--- config.mk ---
export PLATFORM = sky130hd
export DESIGN_NAME = radio_wakeup_timer
export DESIGN_NICKNAME = d
export VERILOG_FILES = /design/src/wake_timer_pkg.sv /design/src/lf_tick_if.sv /design/src/lf_tick_gen.sv /design/src/wake_period_counter.sv /design/src/radio_wakeup_timer.sv
export VERILOG_INCLUDE_DIRS = /design/src /design/src/src
export SDC_FILE = /design/constraint.sdc
export NUM_CORES = 1
export LEC_CHECK = 0
export ABC_AREA = 1
export BUFFER_PORTS_ARGS = -buffer_cell sky130_fd_sc_hd__clkbuf_2
export CAP_MARGIN = 20
export CORE_UTILIZATION = 56
export CTS_CLUSTER_DIAMETER = 50
export DETAILED_ROUTE_END_ITERATION = 6
export PLACE_DENSITY = 0.77
export SLEW_MARGIN = 20
export SYNTH_ARGS = -nofsm -noshare
export SYNTH_HDL_FRONTEND = slang
export SYNTH_SLANG_ARGS = --single-unit
--- constraint.sdc ---
create_clock -name sys_clk_in -period 3.83 [get_ports sys_clk_in]
set_input_delay 0.5745 -clock sys_clk_in [delete_from_list [all_inputs] [get_ports sys_clk_in]]
set_output_delay 0.5745 -clock sys_clk_in [all_outputs]
set_load 0.1 [all_outputs]
--- src/wake_timer_regs.svh ---
// Register offsets, field positions, reset values and timing counts of the wake timer.
// Assumes an 8-bit register port; included by bare name.
`ifndef WAKE_TIMER_REGS_SVH
`define WAKE_TIMER_REGS_SVH

// ----------------------------------------------------------------------------
// Register offsets
// ----------------------------------------------------------------------------
`define WT_ADDR_INT_STATUS1     8'h03
`define WT_ADDR_INT_STATUS2     8'h04
`define WT_ADDR_INT_ENABLE2     8'h06
`define WT_ADDR_CONTROL         8'h07
`define WT_ADDR_PERIOD_EXP      8'h14
`define WT_ADDR_PERIOD_MANT_HI  8'h15
`define WT_ADDR_PERIOD_MANT_LO  8'h16
`define WT_ADDR_COUNT_HI        8'h17
`define WT_ADDR_COUNT_LO        8'h18

// ----------------------------------------------------------------------------
// Field positions
// ----------------------------------------------------------------------------
`define WT_BIT_EXPIRY           3
`define WT_BIT_CTRL_READY       0
`define WT_BIT_CTRL_XTAL_SEL    4
`define WT_BIT_CTRL_TIMER_EN    5

// ----------------------------------------------------------------------------
// Reset values
// ----------------------------------------------------------------------------
`define WT_RST_PERIOD_EXP       5'h03
`define WT_RST_MANT_HI          8'h00
`define WT_RST_MANT_LO          8'h00
`define WT_RST_CONTROL          8'h00
`define WT_RST_INT_ENABLE2      8'h00

// ----------------------------------------------------------------------------
// Timing
// ----------------------------------------------------------------------------
`define WT_SYS_CLK_HZ           250000000
`define WT_LF_CLK_HZ            32768
`define WT_RC_DIV               (`WT_SYS_CLK_HZ / `WT_LF_CLK_HZ)
`define WT_PERIOD_UNIT_TICKS    36'd32

`endif

--- src/wake_timer_pkg.sv ---
// Types shared by the wake timer design files.
// Assumes nothing of its surroundings.
package wake_timer_pkg;

    // ------------------------------------------------------------------------
    // Power state seen by the rest of the transceiver
    // ------------------------------------------------------------------------
    typedef enum logic [2:0] {
        ST_SLEEP = 3'b001,
        ST_READY = 3'b010,
        ST_WOKEN = 3'b100
    } wt_state_t;

endpackage : wake_timer_pkg

--- src/lf_tick_if.sv ---
// Low-frequency time base carrier between the tick generator and its users.
// Assumes all ends run on the system clock.
`timescale 1ns/1ps
interface lf_tick_if;
    logic tick;      // One-cycle pulse per 32.768 kHz period
    logic use_xtal;  // Time base taken from the external crystal

    modport src  (input use_xtal, output tick);
    modport ctl  (output use_xtal);
    modport sink (input tick);
endinterface : lf_tick_if

--- src/lf_tick_gen.sv ---
// Low-frequency tick generator: internal RC divider or external crystal pin.
// Assumes crystal pin is asynchronous to the system clock.
`timescale 1ns/1ps
`include "wake_timer_regs.svh"
module lf_tick_gen #(
    parameter int unsigned RC_DIV = `WT_RC_DIV
) (
    input  wire logic  clk_in,       // System clock
    input  wire logic  rst_n_in,     // Synchronised reset, active low
    input  wire logic  xtal_pin_in,  // External 32 kHz crystal level
    lf_tick_if.src     lf            // Tick out, source select in
);

    logic [12:0] div_q;
    logic [12:0] div_d;
    logic [2:0]  xs_q;
    logic [2:0]  xs_d;
    logic        tick_q;
    logic        tick_d;

    // ------------------------------------------------------------------------
    // Divider and crystal edge detect
    // ------------------------------------------------------------------------
    always_comb begin
        xs_d   = {xs_q[1:0], xtal_pin_in};
        div_d  = (div_q == 13'(RC_DIV - 1)) ? 13'h0000 : div_q + 13'h0001;
        if (lf.use_xtal) begin
            tick_d = xs_q[1] & ~xs_q[2];
        end else begin
            tick_d = (div_q == 13'(RC_DIV - 1));
        end
    end

    always_ff @(posedge clk_in or negedge rst_n_in) begin
        if (!rst_n_in) begin
            div_q  <= 13'h0000;
            xs_q   <= 3'h0;
            tick_q <= 1'b0;
        end else begin
            div_q  <= div_d;
            xs_q   <= xs_d;
            tick_q <= tick_d;
        end
    end

    assign lf.tick = tick_q;

    a_rc_tick_spacing: assert property (@(posedge clk_in) disable iff (!rst_n_in)
        (tick_q && $past(!lf.use_xtal)) |-> (div_q == 13'h0000))
        else $error("RC tick not aligned to divider wrap");

endmodule : lf_tick_gen

--- src/wake_period_counter.sv ---
// Wake period counter: prescaler of 32 * 2^exponent ticks, then mantissa count.
// Assumes one-cycle ticks from the low-frequency tick generator.
`timescale 1ns/1ps
module wake_period_counter (
    input  wire logic        clk_in,       // System clock
    input  wire logic        rst_n_in,     // Synchronised reset, active low
    lf_tick_if.sink          lf,           // Low-frequency ticks
    input  wire logic        run_in,       // Timer enabled
    input  wire logic [4:0]  exponent_in,  // Period exponent
    input  wire logic [15:0] mantissa_in,  // Period mantissa
    output logic             expire_out,   // One-cycle pulse at period end
    output logic [15:0]      count_out     // Live count
);
    `include "wake_timer_regs.svh"

    logic [35:0] presc_q;
    logic [35:0] presc_d;
    logic [15:0] count_q;
    logic [15:0] count_d;
    logic        expire_q;
    logic        expire_d;

    function automatic logic [35:0] presc_last(input logic [4:0] exp_v);
        presc_last = (`WT_PERIOD_UNIT_TICKS << exp_v) - 36'd1;
    endfunction : presc_last

    // ------------------------------------------------------------------------
    // Counting
    // ------------------------------------------------------------------------
    always_comb begin
        presc_d  = presc_q;
        count_d  = count_q;
        expire_d = 1'b0;
        if (!run_in) begin
            presc_d = 36'h0;
            count_d = 16'h0000;
        end else if (lf.tick) begin
            if (presc_q >= presc_last(exponent_in)) begin
                presc_d = 36'h0;
                if (count_q + 16'h0001 == mantissa_in) begin
                    count_d  = 16'h0000;
                    expire_d = 1'b1;
                end else begin
                    count_d = count_q + 16'h0001;
                end
            end else begin
                presc_d = presc_q + 36'h1;
            end
        end
    end

    always_ff @(posedge clk_in or negedge rst_n_in) begin
        if (!rst_n_in) begin
            presc_q  <= 36'h0;
            count_q  <= 16'h0000;
            expire_q <= 1'b0;
        end else begin
            presc_q  <= presc_d;
            count_q  <= count_d;
            expire_q <= expire_d;
        end
    end

    assign expire_out = expire_q;
    assign count_out  = count_q;

    a_restart_zero: assert property (@(posedge clk_in) disable iff (!rst_n_in)
        expire_q |-> (count_q == 16'h0000))
        else $error("Count did not restart at expiry");

    a_presc_bound: assert property (@(posedge clk_in) disable iff (!rst_n_in)
        (run_in && lf.tick && presc_q < presc_last(exponent_in))
            |=> presc_q == $past(presc_q) + 36'h1)
        else $error("Prescaler step wrong");

endmodule : wake_period_counter

--- src/radio_wakeup_timer.sv ---
// Wake timer of the radio transceiver: register port, power state, interrupt.
// Assumes a host on the same clock using one-cycle read and write strobes.
`timescale 1ns/1ps
`include "wake_timer_regs.svh"

// Overview of operation
// - Default time base is the internal RC source at 32.768 kHz.
// - With timer enable set, counting continues through SLEEP.
// - Expiry with interrupt enabled drives the interrupt pin low.
// - Live 16-bit count readable anytime, high byte then low byte.
// - Period is 32 * mantissa * 2^exponent low-frequency ticks.
// - Exponent is bits 4..0, resets to 03h; mantissa bytes reset 00h.
// - Enabled expiry wakes the device so its crystal and clock output run.
// - With interrupt disabled, expiry only shows on GPIO; state unchanged.
// - Crystal select reconfigures the first GPIO pin for the crystal.
// - Crystal select times timer, clock output and low duty receive.
// - Timer interrupt enable bit chooses pin interrupt or GPIO only.
// - Pending interrupt keeps the clock running until the host reads it.
// - The period exponent also sets the low duty receive duration exponent.
module radio_wakeup_timer #(
    parameter int unsigned RC_DIV = `WT_RC_DIV
) (
    input  wire logic       sys_clk_in,              // 250 MHz system clock
    input  wire logic       rst_n_in,                // Async reset, active low
    input  wire logic [7:0] addr_in,                 // Register address
    input  wire logic [7:0] wr_data_in,              // Write data
    input  wire logic       wr_en_in,                // Write strobe
    input  wire logic       rd_en_in,                // Read strobe
    input  wire logic       xtal_pin_in,             // External crystal level
    output logic [7:0]      rd_data_out,             // Read data, cycle after strobe
    output logic            interrupt_request_pin_n_out, // Interrupt, active low
    output logic            xtal_run_out,            // 30 MHz crystal and clock out on
    output logic            wake_gpio_out,           // GPIO timer indication
    output logic            gpio0_xtal_mode_out,     // First GPIO given to crystal
    output logic            lf_from_xtal_out,        // Clock out and receive timed by crystal
    output logic [4:0]      low_duty_rx_exponent_out // Receive duration exponent
);

    // ------------------------------------------------------------------------
    // Reset release
    // ------------------------------------------------------------------------
    logic [1:0] rst_sync_q;
    logic       rst_n;

    always_ff @(posedge sys_clk_in or negedge rst_n_in) begin
        if (!rst_n_in) begin
            rst_sync_q <= 2'b00;
        end else begin
            rst_sync_q <= {rst_sync_q[0], 1'b1};
        end
    end

    assign rst_n = rst_sync_q[1];

    // ------------------------------------------------------------------------
    // Time base and period counter
    // ------------------------------------------------------------------------
    lf_tick_if   lf_bus ();
    logic        expire;
    logic [15:0] count;
    logic [4:0]  exp_q;
    logic [7:0]  mant_hi_q;
    logic [7:0]  mant_lo_q;
    logic [7:0]  ctrl_q;
    logic [7:0]  int_en_q;

    assign lf_bus.use_xtal = ctrl_q[`WT_BIT_CTRL_XTAL_SEL];

    lf_tick_gen #(
        .RC_DIV (RC_DIV)
    ) u_tick (
        .clk_in      (sys_clk_in),
        .rst_n_in    (rst_n),
        .xtal_pin_in (xtal_pin_in),
        .lf          (lf_bus.src)
    );

    wake_period_counter u_period (
        .clk_in      (sys_clk_in),
        .rst_n_in    (rst_n),
        .lf          (lf_bus.sink),
        .run_in      (ctrl_q[`WT_BIT_CTRL_TIMER_EN]),
        .exponent_in (exp_q),
        .mantissa_in ({mant_hi_q, mant_lo_q}),
        .expire_out  (expire),
        .count_out   (count)
    );

    // ------------------------------------------------------------------------
    // Register file
    // ------------------------------------------------------------------------
    logic [4:0] exp_d;
    logic [7:0] mant_hi_d;
    logic [7:0] mant_lo_d;
    logic [7:0] ctrl_d;
    logic [7:0] int_en_d;
    logic [7:0] status_q;
    logic [7:0] status_d;
    logic [7:0] rd_data_q;
    logic [7:0] rd_data_d;
    logic       status_rd;
    logic       pending;

    function automatic logic hit(input logic [7:0] a, input logic [7:0] offs);
        hit = (a == offs);
    endfunction : hit

    assign status_rd = rd_en_in && hit(addr_in, `WT_ADDR_INT_STATUS2);
    assign pending   = status_q[`WT_BIT_EXPIRY] & int_en_q[`WT_BIT_EXPIRY];

    always_comb begin
        exp_d     = exp_q;
        mant_hi_d = mant_hi_q;
        mant_lo_d = mant_lo_q;
        ctrl_d    = ctrl_q;
        int_en_d  = int_en_q;
        if (wr_en_in) begin
            if (hit(addr_in, `WT_ADDR_PERIOD_EXP)) begin
                exp_d = wr_data_in[4:0];
            end
            if (hit(addr_in, `WT_ADDR_PERIOD_MANT_HI)) begin
                mant_hi_d = wr_data_in;
            end
            if (hit(addr_in, `WT_ADDR_PERIOD_MANT_LO)) begin
                mant_lo_d = wr_data_in;
            end
            if (hit(addr_in, `WT_ADDR_CONTROL)) begin
                ctrl_d = wr_data_in;
            end
            if (hit(addr_in, `WT_ADDR_INT_ENABLE2)) begin
                int_en_d = wr_data_in & (8'h01 << `WT_BIT_EXPIRY);
            end
        end
        // Status: read clears, a same-cycle expiry wins
        status_d = status_rd ? 8'h00 : status_q;
        if (expire) begin
            status_d[`WT_BIT_EXPIRY] = 1'b1;
        end
        rd_data_d = 8'h00;
        if (rd_en_in) begin
            case (addr_in)
                `WT_ADDR_INT_STATUS1:    rd_data_d = 8'h00;
                `WT_ADDR_INT_STATUS2:    rd_data_d = status_q;
                `WT_ADDR_INT_ENABLE2:    rd_data_d = int_en_q;
                `WT_ADDR_CONTROL:        rd_data_d = ctrl_q;
                `WT_ADDR_PERIOD_EXP:     rd_data_d = {3'h0, exp_q};
                `WT_ADDR_PERIOD_MANT_HI: rd_data_d = mant_hi_q;
                `WT_ADDR_PERIOD_MANT_LO: rd_data_d = mant_lo_q;
                `WT_ADDR_COUNT_HI:       rd_data_d = count[15:8];
                `WT_ADDR_COUNT_LO:       rd_data_d = count[7:0];
                default:                 rd_data_d = 8'h00;
            endcase
        end
    end

    always_ff @(posedge sys_clk_in or negedge rst_n) begin
        if (!rst_n) begin
            exp_q     <= `WT_RST_PERIOD_EXP;
            mant_hi_q <= `WT_RST_MANT_HI;
            mant_lo_q <= `WT_RST_MANT_LO;
            ctrl_q    <= `WT_RST_CONTROL;
            int_en_q  <= `WT_RST_INT_ENABLE2;
            status_q  <= 8'h00;
            rd_data_q <= 8'h00;
        end else begin
            exp_q     <= exp_d;
            mant_hi_q <= mant_hi_d;
            mant_lo_q <= mant_lo_d;
            ctrl_q    <= ctrl_d;
            int_en_q  <= int_en_d;
            status_q  <= status_d;
            rd_data_q <= rd_data_d;
        end
    end

    // ------------------------------------------------------------------------
    // Power state
    // ------------------------------------------------------------------------
    wake_timer_pkg::wt_state_t state_q;
    wake_timer_pkg::wt_state_t state_d;

    always_comb begin
        case (state_q)
            wake_timer_pkg::ST_SLEEP,
            wake_timer_pkg::ST_READY,
            wake_timer_pkg::ST_WOKEN: begin
                if (pending) begin
                    state_d = wake_timer_pkg::ST_WOKEN;
                end else if (ctrl_q[`WT_BIT_CTRL_READY]) begin
                    state_d = wake_timer_pkg::ST_READY;
                end else begin
                    state_d = wake_timer_pkg::ST_SLEEP;
                end
            end
            default: state_d = wake_timer_pkg::ST_SLEEP;
        endcase
    end

    always_ff @(posedge sys_clk_in or negedge rst_n) begin
        if (!rst_n) begin
            state_q <= wake_timer_pkg::ST_SLEEP;
        end else begin
            state_q <= state_d;
        end
    end

    // ------------------------------------------------------------------------
    // Output flops
    // ------------------------------------------------------------------------
    logic       irq_n_q;
    logic       xtal_run_q;
    logic       wake_gpio_q;
    logic       gpio0_xtal_q;
    logic       lf_xtal_q;
    logic [4:0] ldc_exp_q;

    always_ff @(posedge sys_clk_in or negedge rst_n) begin
        if (!rst_n) begin
            irq_n_q      <= 1'b1;
            xtal_run_q   <= 1'b0;
            wake_gpio_q  <= 1'b0;
            gpio0_xtal_q <= 1'b0;
            lf_xtal_q    <= 1'b0;
            ldc_exp_q    <= `WT_RST_PERIOD_EXP;
        end else begin
            irq_n_q      <= ~pending;
            xtal_run_q   <= (state_q != wake_timer_pkg::ST_SLEEP);
            wake_gpio_q  <= status_q[`WT_BIT_EXPIRY];
            gpio0_xtal_q <= ctrl_q[`WT_BIT_CTRL_XTAL_SEL];
            lf_xtal_q    <= ctrl_q[`WT_BIT_CTRL_XTAL_SEL];
            ldc_exp_q    <= exp_q;
        end
    end

    assign rd_data_out                 = rd_data_q;
    assign interrupt_request_pin_n_out = irq_n_q;
    assign xtal_run_out                = xtal_run_q;
    assign wake_gpio_out               = wake_gpio_q;
    assign gpio0_xtal_mode_out         = gpio0_xtal_q;
    assign lf_from_xtal_out            = lf_xtal_q;
    assign low_duty_rx_exponent_out    = ldc_exp_q;

    // ------------------------------------------------------------------------
    // Checks
    // ------------------------------------------------------------------------
    a_irq_on_expiry: assert property (@(posedge sys_clk_in) disable iff (!rst_n)
        (expire && int_en_q[`WT_BIT_EXPIRY] && !wr_en_in) |=> ##1 !irq_n_q)
        else $error("Interrupt pin not low after enabled expiry");

    a_irq_gpio_only: assert property (@(posedge sys_clk_in) disable iff (!rst_n)
        !int_en_q[`WT_BIT_EXPIRY] |=> irq_n_q)
        else $error("Interrupt pin low while interrupt disabled");

    a_status_sticky: assert property (@(posedge sys_clk_in) disable iff (!rst_n)
        (status_q[`WT_BIT_EXPIRY] && !status_rd) |=> status_q[`WT_BIT_EXPIRY])
        else $error("Expiry status lost without a read");

    a_set_beats_clear: assert property (@(posedge sys_clk_in) disable iff (!rst_n)
        expire |=> status_q[`WT_BIT_EXPIRY])
        else $error("Expiry lost against a status read");

    a_wake_xtal_run: assert property (@(posedge sys_clk_in) disable iff (!rst_n)
        (expire && int_en_q[`WT_BIT_EXPIRY] && !wr_en_in) |=> ##2 xtal_run_q)
        else $error("Crystal not running after wake");

    a_sleep_stays: assert property (@(posedge sys_clk_in) disable iff (!rst_n)
        (!pending && !ctrl_q[`WT_BIT_CTRL_READY]) |=> state_q == wake_timer_pkg::ST_SLEEP)
        else $error("State changed without command or interrupt");

    a_pending_hold: assert property (@(posedge sys_clk_in) disable iff (!rst_n)
        pending |=> (state_q == wake_timer_pkg::ST_WOKEN) ##1 xtal_run_q)
        else $error("Clock stopped while interrupt pending");

    a_count_read: assert property (@(posedge sys_clk_in) disable iff (!rst_n)
        (rd_en_in && hit(addr_in, `WT_ADDR_COUNT_HI)) |=> rd_data_q == $past(count[15:8]))
        else $error("Count high byte misread");

    a_ldc_exponent: assert property (@(posedge sys_clk_in) disable iff (!rst_n)
        $changed(exp_q) |=> low_duty_rx_exponent_out == $past(exp_q))
        else $error("Receive duration exponent not following period exponent");

    a_gpio0_xtal: assert property (@(posedge sys_clk_in) disable iff (!rst_n)
        ctrl_q[`WT_BIT_CTRL_XTAL_SEL] |=> gpio0_xtal_mode_out && lf_from_xtal_out)
        else $error("First GPIO not handed to crystal");

    a_rd_idle_zero: assert property (@(posedge sys_clk_in) disable iff (!rst_n)
        !rd_en_in |=> rd_data_q == 8'h00)
        else $error("Read data not zero outside read answer");

    a_gpio_follows: assert property (@(posedge sys_clk_in) disable iff (!rst_n)
        status_q[`WT_BIT_EXPIRY] |=> wake_gpio_out)
        else $error("GPIO timer indication missing while expiry pending");

    a_ready_command: assert property (@(posedge sys_clk_in) disable iff (!rst_n)
        (!pending && ctrl_q[`WT_BIT_CTRL_READY]) |=> state_q == wake_timer_pkg::ST_READY)
        else $error("Commanded mode not taken with no interrupt pending");

    a_irq_from_pending: assert property (@(posedge sys_clk_in) disable iff (!rst_n)
        !irq_n_q |-> $past(pending))
        else $error("Interrupt pin low with no enabled expiry pending");

endmodule : radio_wakeup_timer

### Word-level counts from Yosys, hierarchy flattened

Cells that the tools add are included.

| operators by class | value |
|---|---|
| mux-type cells | 20 |
| div/mod/pow operators | 0 |
| $add $sub $neg | 4 |
| shift operators | 1 |
| bitwise gates (word level) | 4 |
| reduce and logical (&&, ||, !) cells | 9 |
| $mul | 0 |
| equal/unequal tests | 16 |
| magnitude comparators | 1 |

Operator list:

| operator | count |
|---|---|
| two-way mux 36 bit | 3 |
| two-way mux 16 bit | 4 |
| case mux 8 bit (8 select lines) | 1 |
| == test 8 x 5 -> 1 bit, second input constant | 5 |
| adder 36 x 1 -> 36 bit, second input constant | 1 |
| greater-or-equal comparator 36 bit | 1 |
| << shifter 6 x 5 -> 36 bit, first input constant | 1 |
| subtractor 36 x 1 -> 36 bit, second input constant | 1 |
| == test 8 x 3 -> 1 bit, second input constant | 3 |
| adder 16 x 1 -> 16 bit, second input constant | 1 |
| == test 16 bit | 1 |
| adder 13 x 1 -> 13 bit, second input constant | 1 |
| == test 13 bit, second input constant | 1 |
| two-way mux 13 bit | 1 |
| AND reduction 2 bit | 6 |
| two-way mux 8 bit | 1 |
| two-way mux 1 bit | 6 |
| two-way mux 3 bit | 2 |
| two-way mux 4 bit | 1 |
| inequality test 2 x 1 -> 1 bit, second input constant | 2 |
| == test 3 x 1 -> 1 bit, second input constant | 1 |
| == test 3 x 2 -> 1 bit, second input constant | 1 |
| == test 3 bit, second input constant | 1 |
| inequality test 3 x 1 -> 1 bit, second input constant | 1 |
| 6 further kinds | 8 |

| storage, ports and cells | value |
|---|---|
| ROM bits | 0 |
| memories | 0 |
| memory bits (writable) | 0 |
| bits of input ports | 21 |
| bits in latches | 0 |
| register bits after elaboration | 123 |

### Logic depth before layout (Yosys ltp)

| logic depth | value |
|---|---|
| depth in word-level cells | 6 |
| gate-level depth with buffers | 27 |

### Cells and area by module

From an unflattened synthesis, not the netlist that was laid out.

| second synthesis, totals | value |
|---|---|
| cells, all modules | 1163 |
| area, all modules | 8360.5 sq um |

Modules (own cells, without submodules):

| module | sequential area each (sq um) | instances | cells an instance | area an instance (sq um) |
|---|---|---|---|---|
| wake_period_counter | 1326.3 | 1 | 768 | 4963.5 |
| radio_wakeup_timer | 1333.8 | 1 | 285 | 2519.9 |
| lf_tick_gen | 425.4 | 1 | 110 | 877.1 |

### Least setup slack after synthesis

No wires, ideal clock.

| path | value |
|---|---|
| path type | register to register |
| start | register exp_q[0] |
| end | register u_period.count_q[10], in the netlist u_period.count_out[10] |
| setup slack | 0.387 ns |
| stages on the path, launching flop included | 24 |
| setup time | 0.065 ns |
| arrival time | 3.378 ns |
| buffers on the path | 1 |
| cells stage by stage | dfstp_2 > inv_1 > nand2_1 > nor2_1 > inv_1 > ha_1 > nand2_1 > nor2_1 > nand2_1 > nor3_2 > nand2_1 > nor2_2 > xnor2_1 > ha_1 > a21oi_1 > o21ai_0 > nor2_1 > nand2_1 > nor2_1 > nand2_1 > o21ai_2 > buf_2 > nand2_1 > nand2_1 |

| on the way | value |
|---|---|
| word-level cells in the longest chain between the ends | 5 |

RTL lines:

| item | line | source |
|---|---|---|
| start, declared | radio_wakeup_timer.sv:61 | `logic [4:0] exp_q;` |
| start signal, assigned | radio_wakeup_timer.sv:158 | `` exp_q <= `WT_RST_PERIOD_EXP; `` |
| start signal, assigned | radio_wakeup_timer.sv:166 | `exp_q <= exp_d;` |
| << shifter 6 x 5 -> 36 bit (no source line) | -- |  |
| subtractor 36 x 1 -> 36 bit | wake_period_counter.sv:24 | `` presc_last = (`WT_PERIOD_UNIT_TICKS << exp_v) - 36'd1; `` |
| greater-or-equal comparator 36 bit | wake_period_counter.sv:38 | `if (presc_q >= presc_last(exponent_in)) begin` |
| inequality test 2 x 1 -> 1 bit (no source line) | -- |  |
| AND reduction 2 bit (no source line) | -- |  |
| end signal, assigned | wake_period_counter.sv:59 | `count_q <= count_d;` |
| end, declared | wake_period_counter.sv:18 | `logic [15:0] count_q;` |

No other way between the ends.
A chain may end at the register's enable or synchronous reset.

### Worst setup path after layout

| path | value |
|---|---|
| start | register exp_q[1] |
| end | register u_period.count_q[8], in the netlist u_period.count_out[8] |

Same word-level chain as after synthesis.

==> flow_metrics.py <==
metrics = {
    "outcome": {
        "status": "complete, no violations",
    },
    "floorplan": {
        "initial_core_util_pct": 58.3,
        "ioPinCount": 39,
        "die_area_um2": 14400,
        "die_h_um": 120,
        "rows": 42,
        "coreArea_um2": 13400,
        "die_w_um": 120,
    },
    "drt": {
        "vias": 7462,
        "post-route-drc-count": 0,
        "wl_um": 20200,
        "drt-vias-per-instance": 5.65,
        "drt_pass1_iterations": 6,
        "drt_iter0_markers": 791,
        "wl_per_cell_um": 15.3,
        "antenna_left": 0,
    },
    "logic_synthesis": {
        "synth.distinct_cells": 46,
        "async_flop_share_pct": 100,
        "synth-seq-area-share_pct": 39.5,
        "synth_flop_cell": "dfrtp_1",
        "yosys_warnings": 0,
        "synth_edf_count": 0,
        "ys_ff_latch": 123,
        "syn_nets": 1129,
        "syn-cell-area_um2": 7810,
        "synth_cells": 1072,
        "avgSynthCellArea_um2": 7.29,
    },
    "clock_network": {
        "numCtsBuffers": 17,
        "cts_buffer_depth": 2,
        "cts_root_buf": "clkbuf_16",
        "path_clk_slew_ps": 60,
        "cts_tree": "yes",
        "htreeDepth": 4,
        "clk_latency_ps": 430,
        "cts_sinks": 123,
    },
    "critical_path": {
        "r2r-start": "exp_q[1]",
        "path_class": "register to register",
        "reg2reg_depth": 24,
        "critPathArrivalTime_ps": 3930,
        "r2r-end": "u_period.count_out[8]",
        "critPathLaunchType": "register",
        "cp.required_ps": 4140,
        "r2r_setup_slack_ps": 210,
        "cp-end-kind": "register",
        "cp_max_fo": 8,
    },
    "cells_and_area": {
        "fillers": 1146,
        "ff_latch_area_um2": 3090,
        "stdcell_count": 1321,
        "nets": 1189,
        "multi_input_area_um2": 4230,
        "drive_above_1_share_pct": 13.2,
        "area_growth_pct": 16.1,
        "diodes": 0,
    },
    "timing": {
        "worst_pin_slew_ps": 957,
        "final.setup_skew_ps": 9.73,
        "fin_tns_setup_ps": 0,
        "fin_crit_sh_pct": 94.5,
        "max_clock_freq_mhz": 276,
        "holdWs_ps": 222,
        "relSlewSlack_pct": 35.9,
        "slew_viol_final": 0,
        "fin_crit_ps": 3620,
        "setup_viol": 0,
        "finalHoldViolations": 0,
    },
    "power": {
        "powerDensity_nw_per_um2": 442,
        "vdd_drop_max_uv": 273,
        "p_leak_nw": 4.40,
    },
    "placed_design": {
        "io_buffers": 38,
        "dp_hpwl_um": 14600,
        "gp_congestion": 0.926,
        "placed_cells": 1283,
    },
    "grt": {
        "grt_usage_pct": 28.8,
        "grt-ovfl-total": 0,
        "grt_antenna_before_repair": 0,
        "use_met1_pct": 39.7,
        "grt_max_degree": 79,
        "groute.layer.met3.usage_pct": 5.75,
        "gr-usage-met2_pct": 44.5,
        "grt_pass1_wl_um": 32300,
        "grt_pass1_vias": 6647,
        "grt-busiest-layer": "met2",
    },
    "run": {
        "drv_cap": 0,
    },
    "min_path": {
        "hold_class": "register to asynchronous set/reset pin",
    },
}
==> cells by family after synthesis <==
family | synth area share (%)
multiplexers | 0.128
buffers and inverters | 7.22
flip-flops | 39.5
other | 0.0480
AND/OR/NAND/NOR | 34.2
XOR/XNOR | 4.21
adder cells (fa/ha/maj) | 5.76
AO/OA/AOI/OAI | 8.97
==> how the worst max path moves through the flow <==
stage	startpoint	endpoint	slack (ps)	cells after the start
after global routing	exp_q[1]	u_period.count_out[8]	-60	26
after CTS	exp_q[0]	u_period.presc_q[33]	130	25
after floorplan	rst_sync_q[1]	ctrl_q[0]	160	0
final	exp_q[1]	u_period.count_out[8]	210	24
after global placement	exp_q[1]	u_period.presc_q[19]	260	26
after detailed placement	exp_q[0]	u_period.presc_q[33]	130	25
==> power breakdown <==
group / internal [mW] / switching [mW] / total, mW
Clock: 1.12 / 0.588 / 1.70
Sequential: 1.43 / 0.146 / 1.58
Combinational: 0.232 / 0.499 / 0.731
Total: 2.78 / 1.23 / 4.01
==> state kept, by name, summed over array words and instances (netlist names), 2 cells and up <==
name,flops
mant_lo_q,8
u_period.presc_q,36
mant_hi_q,8
exp_q,5
u_period.count_out,16
u_tick.div_q,13
state_q,3
rd_data_out,8
low_duty_rx_exponent_out,5
ctrl_q,8
u_tick.xs_q,3
rst_sync_q,2
==> timing repair <==
action	4_1_cts	5_1_grt
setup endpoints to repair	0	49
hold buffers	1	0
hold endpoints to repair	2	0
buffers inserted	0	2
resized for setup	0	26
==> Yosys cell counts, types with 2 or more instances <==
| library cell | number | share of area, % |
|---|---|---|
| o21ai_0 | 49 | 3.1 |
| nor3_1 | 34 | 2.2 |
| dfstp_2 | 6 | 2.0 |
| o31ai_1 | 2 | 0.19 |
| nor2_4 | 5 | 0.72 |
| xnor2_1 | 9 | 1.0 |
| clkbuf_1 | 4 | 0.19 |
| nand4_1 | 27 | 2.2 |
| nand2_1 | 275 | 13 |
| nor4_1 | 6 | 0.48 |
| nor2_2 | 10 | 0.80 |
| ha_1 | 36 | 5.8 |
| nor2_1 | 152 | 7.3 |
| inv_1 | 125 | 6.0 |
| inv_2 | 5 | 0.24 |
| nand3_2 | 10 | 1.3 |
| buf_2 | 6 | 0.38 |
| nand3_1 | 69 | 4.4 |
| a21oi_1 | 34 | 2.2 |
| o21ai_2 | 2 | 0.22 |
| buf_4 | 2 | 0.19 |
| o22ai_1 | 25 | 2.0 |
| nand2_2 | 5 | 0.40 |
| o21bai_1 | 4 | 0.38 |
| nor3b_1 | 3 | 0.29 |
| o21ai_1 | 4 | 0.26 |
| xor2_1 | 26 | 2.9 |
| dfrtp_1 | 117 | 37 |
| or2_2 | 3 | 0.24 |
==> metal layers <==
layer	wire length, µm	up-vias
met4	481	0
met2	9270	290
met5	0	-
met1	9090	3479
met3	1370	51
li1	-	3642
==> through the flow <==
stage / utilization [%] / setup slack, ps / cell area, µm² / power (mW)
global placement: 61.6 / 257 / 8250 / 2.27
CTS: 66.3 / 126 / 8890 / 3.99
detailed placement: 61.6 / 134 / 8250 / 2.29
floorplan: - / 160 / 7820 / 2.09
finish: 67.7 / 210 / 9070 / 4.01
global route: 67.7 / -55.3 / 9070 / 4.19
==> cell usage in the layout (no fill, tap or decap), drive strengths merged, types with 2 or more instances in the layout <==
| cell type | count |
|---|---|
| dfstp | 6 |
| nand2 | 280 |
| nand3 | 80 |
| clkinv | 4 |
| nor3 | 35 |
| xnor2 | 9 |
| nor2 | 167 |
| ha | 36 |
| clkbuf | 60 |
| clkinvlp | 4 |
| nor3b | 3 |
| nand4 | 27 |
| o31ai | 2 |
| o21ai | 55 |
| a21oi | 34 |
| nor4 | 6 |
| bufinv | 4 |
| dfrtp | 117 |
| xor2 | 26 |
| o22ai | 25 |
| o21bai | 4 |
| inv | 130 |
| or2 | 3 |
| buf | 14 |
==> area by class of cell <==
class / instances / area share (%)
clock inverter: 12 / 1.88
tap: 176 / 2.43
timing repair buffer: 55 / 4.55
multi-input combinational: 805 / 46.6
clock buffer: 20 / 5.03
sequential: 123 / 34.1
inverter: 130 / 5.38
==> worst max-delay path, cell delays in order, from the launching register on <==
cell	delay, ps
dfstp_2	590
nor2_2	90
nand2_1	80
nor2_1	60
inv_1	60
ha_1	190
nand2_2	110
inv_1	60
nand2_1	60
nor2_2	140
o221ai_2	130
nor2_1	190
xor2_1	230
ha_1	280
a21oi_1	170
o21ai_0	110
nor2_1	120
nand2_1	70
nor2_2	110
nand2_2	100
nand2_1	110
nand2_4	120
clkbuf_16	210
nand3_2	60
nand2_1	60
Note: power is estimated with default switching activity, not from simulation.
